$ cat src/logic/rmc_regs.svh
/*
 * register indices, field positions, reset values and masks of the
 * receive monitor control bank.
 * assumes a 32-bit register bus: byte address is four times the index.
 */
`ifndef RMC_REGS_SVH
`define RMC_REGS_SVH

// register indices (byte address = index * 4)
`define RMC_IDX_SYNC     10'h100
`define RMC_IDX_FD       10'h104
`define RMC_IDX_COARSE   10'h105
`define RMC_IDX_FUP_LO   10'h106
`define RMC_IDX_FUP_HI   10'h107
`define RMC_IDX_FLO_LO   10'h108
`define RMC_IDX_FLO_HI   10'h109
`define RMC_IDX_DCB_LO   10'h10f
`define RMC_IDX_DCB_HI   10'h110
`define RMC_IDX_SER      10'h111
`define RMC_IDX_MON      10'h112
`define RMC_IDX_PER0     10'h113
`define RMC_IDX_PER1     10'h114
`define RMC_IDX_PER2     10'h115
`define RMC_IDX_RESA0    10'h116
`define RMC_IDX_RESA1    10'h117
`define RMC_IDX_RESA2    10'h118
`define RMC_IDX_RESB0    10'h119
`define RMC_IDX_RESB1    10'h11a
`define RMC_IDX_RESB2    10'h11b
// channel a dc value pair
`define RMC_IDX_DCA_LO   10'h10d
`define RMC_IDX_DCA_HI   10'h10e

// sync control fields
`define RMC_SYNC_MASTER  0
`define RMC_SYNC_DIV     1
`define RMC_SYNC_NEXT    2
`define RMC_SYNC_MON     7

// writable bit masks, open bits read zero
`define RMC_MASK_SYNC    8'h87
`define RMC_MASK_FD      8'h0f
`define RMC_MASK_COARSE  8'h07
`define RMC_MASK_FHI     8'h1f
`define RMC_MASK_SER     8'h7f
`define RMC_MASK_MON     8'h8f

// reset values
`define RMC_RST_ZERO     8'h00
`define RMC_RST_SER      8'h04
`define RMC_RST_PER0     8'h40

// axi response codes
`define RMC_RESP_OKAY    2'b00
`define RMC_RESP_SLVERR  2'b10

`endif

$ cat src/logic/rmc_pkg.sv
/*
 * types of the receive monitor control bank.
 * assumes rmc_regs.svh sits beside it for the numeric constants.
 */
package rmc_pkg;

  // monitor configuration handed to the monitor datapath
  typedef struct packed {
    logic        enable;     // monitor on
    logic        complex_en; // complex power mode
    logic        ms_sel;     // 0 rms, 1 ms
    logic [1:0]  mode;       // result content select
    logic [23:0] period;     // cycles per measurement
  } rmc_mon_cfg_t;

  // monitor serial port configuration
  typedef struct packed {
    logic       rms_out_en;  // magnitude word on port
    logic       peak_out_en; // peak word on port
    logic       thr_out_en;  // crossing word on port
    logic [1:0] clk_div;     // serial clock ratio code
    logic       sleep;       // clock parks low when idle
    logic       port_en;     // serial output on
  } rmc_ser_cfg_t;

  // fast detect configuration
  typedef struct packed {
    logic [2:0] mode;        // pin report mode
    logic [2:0] coarse;      // coarse upper level
  } rmc_fd_cfg_t;

endpackage : rmc_pkg

$ cat src/logic/rmc_top.sv
/*
 * receive monitor control register bank: axi4-lite slave, sync gating,
 * fast detect pin control, fine threshold flags, monitor serial clock.
 * assumes magnitudes, dc values and results come from logic on aclk;
 * only the sync pin is asynchronous.
 */
// Chosen here: the AXI4-Lite slave port.
// Functional notes
// - monitor sync passes when bits 7,0 set
// - divider sync passes when bits 1,0 set
// - next-sync-only: first pulse, then clear bit 1
// - master sync low blocks all sync
// - fast detect disabled puts pins high-z
// - interleaved: float only when both channels off
// - fast detect mode field bits 3:1
// - coarse upper threshold field bits 2:0
// - magnitude above fine upper sets flag
// - magnitude below fine lower sets flag
// - fine upper split low byte, 12:8
// - fine lower split low byte, 12:8
// - 24-bit period, reset 0x40
// - 20-bit read-only results, three bytes
// - channel b dc value 14-bit read-only
// - serial clock divide 2, 4, 8
// - power select rms or ms
// - monitor mode selects result content
`timescale 1ns/10ps
`include "rmc_regs.svh"

module rmc_top #(
  parameter int MAG_W = 10,  // sample magnitude width
  parameter int THR_W = 13,  // fine threshold width
  parameter int FD_W  = 2    // fast detect pins
) (
  input  wire logic              aclk,
  input  wire logic              aresetn,
  input  wire logic [11:0]       s_axi_awaddr,
  input  wire logic              s_axi_awvalid,
  output logic                   s_axi_awready,
  input  wire logic [31:0]       s_axi_wdata,
  input  wire logic [3:0]        s_axi_wstrb,
  input  wire logic              s_axi_wvalid,
  output logic                   s_axi_wready,
  output logic [1:0]             s_axi_bresp,
  output logic                   s_axi_bvalid,
  input  wire logic              s_axi_bready,
  input  wire logic [11:0]       s_axi_araddr,
  input  wire logic              s_axi_arvalid,
  output logic                   s_axi_arready,
  output logic [31:0]            s_axi_rdata,
  output logic [1:0]             s_axi_rresp,
  output logic                   s_axi_rvalid,
  input  wire logic              s_axi_rready,
  input  wire logic              sync_pin,
  output logic                   mon_sync_pulse,
  output logic                   div_sync_pulse,
  input  wire logic [MAG_W-1:0]  sample_mag,
  output logic                   precise_upper_flag,
  output logic                   precise_lower_flag,
  input  wire logic              diff_interleave,
  input  wire logic              chan_a_on,
  input  wire logic              chan_b_on,
  input  wire logic [FD_W-1:0]   fd_a_in,
  input  wire logic [FD_W-1:0]   fd_b_in,
  output logic [FD_W-1:0]        fd_pin_o,
  output logic [FD_W-1:0]        fd_pin_oe,
  output rmc_pkg::rmc_fd_cfg_t   fd_cfg,
  input  wire logic [13:0]       dc_value_a,
  input  wire logic [13:0]       dc_value_b,
  input  wire logic [19:0]       result_a,
  input  wire logic [19:0]       result_b,
  input  wire logic              mon_data_pending,
  output rmc_pkg::rmc_mon_cfg_t  mon_cfg,
  output rmc_pkg::rmc_ser_cfg_t  ser_cfg,
  output logic                   monitor_serial_clock
);
  import rmc_pkg::*;

  // refuse widths the comparators cannot serve
  if (MAG_W > THR_W || MAG_W < 1 || FD_W < 1) begin : g_chk
    $error("rmc_top: bad width parameters");
  end

  // stored registers, open bits kept zero
  logic [7:0] sync_reg;    // sync gating control
  logic [7:0] fd_reg;      // fast detect control
  logic [7:0] coarse_reg;  // coarse upper level
  logic [7:0] fup_lo_reg;  // fine upper low byte
  logic [7:0] fup_hi_reg;  // fine upper high bits
  logic [7:0] flo_lo_reg;  // fine lower low byte
  logic [7:0] flo_hi_reg;  // fine lower high bits
  logic [7:0] ser_reg;     // serial port control
  logic [7:0] mon_reg;     // monitor control
  logic [7:0] per_reg [3]; // period bytes, lsb first

  // bus state
  logic       aw_held_reg; // write address captured
  logic       w_held_reg;  // write data captured
  logic [9:0] aw_idx_reg;  // captured write index
  logic [7:0] wbyte_reg;   // captured low data byte
  logic       wlane_reg;   // low lane strobe
  logic       do_write;    // both halves present

  // sync path
  logic       sync_ff1;    // first synchroniser stage
  logic       sync_ff2;    // second stage
  logic       sync_ff3;    // edge history
  logic       sync_edge;   // rising edge of pin
  logic       div_fire;    // divider pulse this cycle

  // serial clock divider
  logic [1:0] sclk_cnt_reg; // half period counter

  // write index decode, used by both write and read checks
  function automatic logic idx_known(input logic [9:0] idx);
    idx_known = (idx >= `RMC_IDX_SYNC && idx <= `RMC_IDX_FLO_HI
                 && idx != 10'h101 && idx != 10'h102 && idx != 10'h103)
             || (idx >= `RMC_IDX_DCA_LO && idx <= `RMC_IDX_RESB2);
  endfunction

  // half period in cycles, minus one, for a divide code
  function automatic logic [1:0] half_last(input logic [1:0] code);
    if (code == 2'b11) begin
      half_last = 2'd3;
    end else if (code == 2'b10) begin
      half_last = 2'd1;
    end else begin
      half_last = 2'd0;
    end
  endfunction

  // read data for an index, open bits zero
  function automatic logic [7:0] rd_byte(input logic [9:0] idx);
    if (idx == `RMC_IDX_SYNC) begin
      rd_byte = sync_reg;
    end else if (idx == `RMC_IDX_FD) begin
      rd_byte = fd_reg;
    end else if (idx == `RMC_IDX_COARSE) begin
      rd_byte = coarse_reg;
    end else if (idx == `RMC_IDX_FUP_LO) begin
      rd_byte = fup_lo_reg;
    end else if (idx == `RMC_IDX_FUP_HI) begin
      rd_byte = fup_hi_reg;
    end else if (idx == `RMC_IDX_FLO_LO) begin
      rd_byte = flo_lo_reg;
    end else if (idx == `RMC_IDX_FLO_HI) begin
      rd_byte = flo_hi_reg;
    end else if (idx == `RMC_IDX_DCA_LO) begin
      rd_byte = dc_value_a[7:0];
    end else if (idx == `RMC_IDX_DCA_HI) begin
      rd_byte = {2'b00, dc_value_a[13:8]};
    end else if (idx == `RMC_IDX_DCB_LO) begin
      rd_byte = dc_value_b[7:0];
    end else if (idx == `RMC_IDX_DCB_HI) begin
      rd_byte = {2'b00, dc_value_b[13:8]};
    end else if (idx == `RMC_IDX_SER) begin
      rd_byte = ser_reg;
    end else if (idx == `RMC_IDX_MON) begin
      rd_byte = mon_reg;
    end else if (idx == `RMC_IDX_PER0) begin
      rd_byte = per_reg[0];
    end else if (idx == `RMC_IDX_PER1) begin
      rd_byte = per_reg[1];
    end else if (idx == `RMC_IDX_PER2) begin
      rd_byte = per_reg[2];
    end else if (idx == `RMC_IDX_RESA0) begin
      rd_byte = result_a[7:0];
    end else if (idx == `RMC_IDX_RESA1) begin
      rd_byte = result_a[15:8];
    end else if (idx == `RMC_IDX_RESA2) begin
      rd_byte = {4'h0, result_a[19:16]};
    end else if (idx == `RMC_IDX_RESB0) begin
      rd_byte = result_b[7:0];
    end else if (idx == `RMC_IDX_RESB1) begin
      rd_byte = result_b[15:8];
    end else if (idx == `RMC_IDX_RESB2) begin
      rd_byte = {4'h0, result_b[19:16]};
    end else begin
      rd_byte = 8'h00;
    end
  endfunction

  // handshake outputs: accept each half while not yet held and no write response is pending
  assign s_axi_awready = !aw_held_reg && !s_axi_bvalid;
  assign s_axi_wready  = !w_held_reg && !s_axi_bvalid;
  assign s_axi_arready = !s_axi_rvalid;
  assign do_write      = aw_held_reg && w_held_reg && !s_axi_bvalid;

  // write address and data capture, either order
  always_ff @(posedge aclk) begin
    if (!aresetn) begin
      aw_held_reg <= 1'b0;
      w_held_reg  <= 1'b0;
      aw_idx_reg  <= 10'h000;
      wbyte_reg   <= 8'h00;
      wlane_reg   <= 1'b0;
    end else begin
      if (s_axi_awvalid && s_axi_awready) begin
        aw_held_reg <= 1'b1;
        aw_idx_reg  <= s_axi_awaddr[11:2];
      end else if (do_write) begin
        aw_held_reg <= 1'b0;
      end
      if (s_axi_wvalid && s_axi_wready) begin
        w_held_reg <= 1'b1;
        wbyte_reg  <= s_axi_wdata[7:0];
        wlane_reg  <= s_axi_wstrb[0];
      end else if (do_write) begin
        w_held_reg <= 1'b0;
      end
    end
  end

  // write response, slverr for unmapped index
  always_ff @(posedge aclk) begin
    if (!aresetn) begin
      s_axi_bvalid <= 1'b0;
      s_axi_bresp  <= `RMC_RESP_OKAY;
    end else if (do_write) begin
      s_axi_bvalid <= 1'b1;
      s_axi_bresp  <= idx_known(aw_idx_reg) ? `RMC_RESP_OKAY
                                            : `RMC_RESP_SLVERR;
    end else if (s_axi_bready) begin
      s_axi_bvalid <= 1'b0;
    end
  end

  // read channel, data registered one cycle after address
  always_ff @(posedge aclk) begin
    if (!aresetn) begin
      s_axi_rvalid <= 1'b0;
      s_axi_rdata  <= 32'h0000_0000;
      s_axi_rresp  <= `RMC_RESP_OKAY;
    end else if (s_axi_arvalid && s_axi_arready) begin
      s_axi_rvalid <= 1'b1;
      s_axi_rdata  <= {24'h00_0000, rd_byte(s_axi_araddr[11:2])};
      s_axi_rresp  <= idx_known(s_axi_araddr[11:2]) ? `RMC_RESP_OKAY
                                                    : `RMC_RESP_SLVERR;
    end else if (s_axi_rready) begin
      s_axi_rvalid <= 1'b0;
    end
  end

  // sync control: software write, hardware self-clear of bit 1
  always_ff @(posedge aclk) begin
    if (!aresetn) begin
      sync_reg <= `RMC_RST_ZERO;
    end else if (do_write && wlane_reg && aw_idx_reg == `RMC_IDX_SYNC) begin
      sync_reg <= wbyte_reg & `RMC_MASK_SYNC;
    end else if (div_fire && sync_reg[`RMC_SYNC_NEXT]) begin
      sync_reg[`RMC_SYNC_DIV] <= 1'b0;
    end
  end

  // plain read-write configuration registers
  always_ff @(posedge aclk) begin
    if (!aresetn) begin
      fd_reg     <= `RMC_RST_ZERO;
      coarse_reg <= `RMC_RST_ZERO;
      fup_lo_reg <= `RMC_RST_ZERO;
      fup_hi_reg <= `RMC_RST_ZERO;
      flo_lo_reg <= `RMC_RST_ZERO;
      flo_hi_reg <= `RMC_RST_ZERO;
      ser_reg    <= `RMC_RST_SER;
      mon_reg    <= `RMC_RST_ZERO;
    end else if (do_write && wlane_reg) begin
      // masks drop open bits on write
      if (aw_idx_reg == `RMC_IDX_FD) begin
        fd_reg <= wbyte_reg & `RMC_MASK_FD;
      end else if (aw_idx_reg == `RMC_IDX_COARSE) begin
        coarse_reg <= wbyte_reg & `RMC_MASK_COARSE;
      end else if (aw_idx_reg == `RMC_IDX_FUP_LO) begin
        fup_lo_reg <= wbyte_reg;
      end else if (aw_idx_reg == `RMC_IDX_FUP_HI) begin
        fup_hi_reg <= wbyte_reg & `RMC_MASK_FHI;
      end else if (aw_idx_reg == `RMC_IDX_FLO_LO) begin
        flo_lo_reg <= wbyte_reg;
      end else if (aw_idx_reg == `RMC_IDX_FLO_HI) begin
        flo_hi_reg <= wbyte_reg & `RMC_MASK_FHI;
      end else if (aw_idx_reg == `RMC_IDX_SER) begin
        ser_reg <= wbyte_reg & `RMC_MASK_SER;
      end else if (aw_idx_reg == `RMC_IDX_MON) begin
        mon_reg <= wbyte_reg & `RMC_MASK_MON;
      end
    end
  end

  // period bytes, one per index, lsb first
  for (genvar i = 0; i < 3; i++) begin : g_per
    always_ff @(posedge aclk) begin
      if (!aresetn) begin
        per_reg[i] <= (i == 0) ? `RMC_RST_PER0 : `RMC_RST_ZERO;
      end else if (do_write && wlane_reg
                   && aw_idx_reg == `RMC_IDX_PER0 + 10'(i)) begin
        per_reg[i] <= wbyte_reg;
      end
    end
  end

  // sync pin synchroniser and edge history
  always_ff @(posedge aclk) begin
    if (!aresetn) begin
      sync_ff1 <= 1'b0;
      sync_ff2 <= 1'b0;
      sync_ff3 <= 1'b0;
    end else begin
      sync_ff1 <= sync_pin;
      sync_ff2 <= sync_ff1;
      sync_ff3 <= sync_ff2;
    end
  end

  assign sync_edge = sync_ff2 && !sync_ff3;
  // divider gate needs master and divider enables
  assign div_fire  = sync_edge && sync_reg[`RMC_SYNC_MASTER]
                     && sync_reg[`RMC_SYNC_DIV];

  // gated sync pulses, one cycle each
  always_ff @(posedge aclk) begin
    if (!aresetn) begin
      mon_sync_pulse <= 1'b0;
      div_sync_pulse <= 1'b0;
    end else begin
      mon_sync_pulse <= sync_edge && sync_reg[`RMC_SYNC_MASTER]
                        && sync_reg[`RMC_SYNC_MON];
      div_sync_pulse <= div_fire;
    end
  end

  // fine threshold comparators, zero-extended magnitude
  always_ff @(posedge aclk) begin
    if (!aresetn) begin
      precise_upper_flag <= 1'b0;
      precise_lower_flag <= 1'b0;
    end else begin
      precise_upper_flag <= THR_W'(sample_mag)
        > THR_W'({fup_hi_reg[4:0], fup_lo_reg});
      precise_lower_flag <= THR_W'(sample_mag)
        < THR_W'({flo_hi_reg[4:0], flo_lo_reg});
    end
  end

  // fast detect pins: select source channel and enable
  always_ff @(posedge aclk) begin
    if (!aresetn) begin
      fd_pin_o  <= '0;
      fd_pin_oe <= '0;
    end else if (!fd_reg[0]) begin
      fd_pin_o  <= '0;
      fd_pin_oe <= '0;
    end else if (diff_interleave) begin
      // one channel off: repeat the live one
      fd_pin_o  <= chan_a_on ? fd_a_in : fd_b_in;
      fd_pin_oe <= {FD_W{chan_a_on || chan_b_on}};
    end else begin
      fd_pin_o  <= fd_a_in;
      fd_pin_oe <= {FD_W{1'b1}};
    end
  end

  // monitor serial clock, parked low when off or asleep
  always_ff @(posedge aclk) begin
    if (!aresetn) begin
      sclk_cnt_reg         <= 2'd0;
      monitor_serial_clock <= 1'b0;
    end else if (!ser_reg[0] || ser_reg[3:2] == 2'b00
                 || (ser_reg[1] && !mon_data_pending)) begin
      sclk_cnt_reg         <= 2'd0;
      monitor_serial_clock <= 1'b0;
    end else if (sclk_cnt_reg >= half_last(ser_reg[3:2])) begin
      sclk_cnt_reg         <= 2'd0;
      monitor_serial_clock <= !monitor_serial_clock;
    end else begin
      sclk_cnt_reg <= sclk_cnt_reg + 2'd1;
    end
  end

  // configuration fan-out to the datapath
  always_comb begin
    fd_cfg.mode       = fd_reg[3:1];
    fd_cfg.coarse     = coarse_reg[2:0];
    mon_cfg.enable    = mon_reg[0];
    mon_cfg.complex_en = mon_reg[7];
    mon_cfg.ms_sel    = mon_reg[3];
    mon_cfg.mode      = mon_reg[2:1];
    // period below 128 is accepted; software must avoid it
    mon_cfg.period    = {per_reg[2], per_reg[1], per_reg[0]};
    ser_cfg.rms_out_en  = ser_reg[6];
    ser_cfg.peak_out_en = ser_reg[5];
    ser_cfg.thr_out_en  = ser_reg[4];
    ser_cfg.clk_div     = ser_reg[3:2];
    ser_cfg.sleep       = ser_reg[1];
    ser_cfg.port_en     = ser_reg[0];
  end

endmodule // rmc_top

$ cat config.mk
export PLATFORM = sky130hd
export DESIGN_NAME = rmc_top
export DESIGN_NICKNAME = d
export VERILOG_FILES = /design/src/logic/rmc_pkg.sv /design/src/logic/rmc_top.sv
export VERILOG_INCLUDE_DIRS = /design/src /design/src/logic
export SDC_FILE = /design/constraint.sdc
export NUM_CORES = 1
export LEC_CHECK = 0
export CELL_PAD_IN_SITES_DETAIL_PLACEMENT = 1
export CELL_PAD_IN_SITES_GLOBAL_PLACEMENT = 1
export CORE_AREA = 3 3 146 148
export DETAILED_ROUTE_END_ITERATION = 6
export DIE_AREA = 0 0 149 151
export DONT_BUFFER_PORTS = 1
export PLACE_DENSITY_LB_ADDON = 0.08
export SYNTH_ARGS = -nofsm -noshare
export SYNTH_HDL_FRONTEND = slang
export SYNTH_SLANG_ARGS = --single-unit
$ cat constraint.sdc
create_clock -name aclk -period 2.91 [get_ports aclk]
set_input_delay 0.291 -clock aclk [delete_from_list [all_inputs] [get_ports aclk]]
set_output_delay 0.291 -clock aclk [all_outputs]
set_load 0.05 [all_outputs]
==> run summary <==
Die X-Extent = 149 µm
CP Depth = 6
average footprint of a synthesized cell = 8.36 µm²
max cap viols = 0
number of buffers on the longest clock path = 2
HP Class = in -> reg
first-pass GRT wire length = 40,600 µm
Layout Area Growth over Synthesis = 12.9%
remaining antenna violation count after routing = 0
die area = 22,500 µm²
Hold Path Stages = 2
CTS buffer count = 17
gate count after technology mapping = 833
capturing element type of the critical path = flop
estimated wirelength of the detail-placed design = 21,000 µm
latest clock arrival within the worst-skew pair = 0.42 ns
vias in the first global route = 6,502
Top-Level Pins = 246
vias per cell = 5.69
final RePlAce weighted congestion = 0.900
number of antenna violations at the first check in global routing = 2
run status = finished, final reports clean
utilization of the core after routing = 0.390
synthesis-stage register bit count = 119
worst hold slack after final layout = 0.0150 ns
crit path time final = 2.44 ns
ordered cell list for the critical path = or3_1 > nor4_2 > and3b_1 > nand3_1 > mux2i_1 > nor2_1
number of enable flip-flop cells after synthesis = 24
number of nets in the layout = 1,010
Post-Route Skew = 0.00687 ns
number of buffer and inverter instances along the worst setup path = 0
total wire length after detailed routing = 27,500 µm
pins over their slew limit = 0
total number of vias = 6,364
DP Cell Count = 1,072
unrepaired setup endpoints after global routing = false
detailed router's first-iteration violation count = 364
Worst Tran Pin Value = 0.932 ns
clock sinks = 119
biggest area contributors in the synthesized netlist = dfxtp_1, edfxtp_1, mux2i_1
Final Hold Fails = 0
initial cell density of the core = 0.345
maximum number of pins on one net before global-route repair = 50
Max rail drop VDD = 0.406 mV
core region area = 20,200 µm²
number of rows created at floorplan = 52
kind of cell adding the most delay to the critical path = simple AND/OR/NAND/NOR gates
Residual DRC = 0
Synth async-reset ratio = 0
CP Class = reg -> reg
All-Layer GR Usage = 0.242
cell type contributing the most total cell area after synthesis = dfxtp_1
share of final-layout standard cells stronger than drive strength 1 = 0.0896
CP max FO = 7
Non-Filler Instances = 1,118
top flip-flop cell by instance count after synthesis = dfxtp_1
Detailed Routing Iterations Pass 1 = 5
total grt overflow = 0
Leak Pwr = 3.07 nW
area share of the largest cell type after synthesis = 0.273
R2R cell count = 6
data required time at the worst endpoint = 3.21 ns
maximum frequency from static timing analysis = 410 MHz
height of the die = 151 µm
count of cell types in the netlist = 69
most common cell in the synthesized netlist = dfxtp_1
max reg flops = 24
Warnings, synthesis = 0
Setup Viol. Count Final = 0
ANT cells = 0
type of origin of the critical path = flop
root buffer selected by CTS = clkbuf_16
share of synthesized area occupied by flip-flops and latches = 0.377
clock input transition at the sequential cells of the worst setup and hold paths = 0.05 ns
power density over the cells = 553 nW/µm²
htree depth = 4
average wire per cell in the routed design = 24.6 µm
cell types with the highest counts after synthesis = dfxtp_1, nand2_1, a21oi_1, nor2_1, mux2i_1
count of instances resized after the clock tree is built = 0
final-layout fill cell count = 2,412
headroom to the max-slew limit = 0.378
worst path arrival time = 2.74 ns
slowest library cell on the worst path = or3_1
final critical-path share of the clock period = 0.838
count of port buffers added during placement = 0
final-layout setup total negative slack = 0 ns
TritonCTS clock tree = built
Cell Area, Synth = 6960 µm²
delay of the slowest cell on the worst path = 0.43 ns
## metrics by stage
step	instance area [µm²]	total power, mW	setup slack (ns)
finish	7860	4.34	0.472
global route	7860	4.51	0.312
CTS	7850	4.37	0.460
detailed placement	7160	2.32	0.496
global placement	7160	2.31	0.558
floorplan	7060	2.24	0.617
## worst reg2reg max path: stages (launching register included)
cell	delay [ns]
dfxtp_1	0.30
or3_1	0.43
nor4_2	0.40
and3b_1	0.39
nand3_1	0.41
mux2i_1	0.31
nor2_1	0.07
## placed cells by master, fill, tap and decap left out, drive strengths merged, types with 7 or more instances in the layout
cell	instances
nor3	12
nand2b	15
a31oi	8
a211oi	9
inv	36
dfxtp	95
clkbuf	18
nand4	12
buf	26
conb	26
o21ai	39
nor2b	13
clkinv	7
and2	36
mux2i	46
nand2	91
o21a	9
edfxtp	24
nor2	72
dlygate4sd3	14
nand3	32
ha	21
a21oi	73
a22oi	9
## layout make-up
type,instances,area [µm²],area share
Multi-Input combinational cell,623,3870,0.493
Sequential cell,119,2620,0.334
Clock buffer,18,429,0.0546
Tap cell,270,338,0.0430
Timing Repair Buffer,40,335,0.0427
Clock inverter,14,133,0.0169
Inverter,34,128,0.0162
## cells by family after synthesis
logic type,share of synthesized area
buf+inv,0.0803
flops,0.377
fa+ha+maj,0.0377
simple gates,0.223
compound gates,0.194
other cells,0.000539
mux,0.0855
xor+xnor,0.00252
## where the power goes
part           switching (mW)  internal, mW
registers               0.130          1.72
clock network           0.787          1.25
logic                   0.309         0.146
## final timing paths
check | from | to | slack [ns]
min | s_axi_awaddr[4] | aw_idx_reg[2] | 0.02
min reg2reg | sync_ff1 | sync_ff2 | 0.43
max reg2reg | aw_idx_reg[5] | fup_hi_reg[4] | 0.47
max | aw_idx_reg[5] | fup_hi_reg[4] | 0.47
## metal layers
layer | track usage | wire, µm | vias up
li1 | - | - | 2940
met1 | 0.305 | 11700 | 3146
met2 | 0.395 | 12900 | 241
met3 | 0.0817 | 2420 | 33
met4 | 0.0737 | 492 | 4
met5 | 0 | 21 | -
## what timing repair did
action	in CTS	in global routing
endpoints found under the setup margin	0	0
buffers inserted	0	0
endpoints found under the hold margin	16	1
hold buffers	13	1
Power figures use the tool's default switching activity.
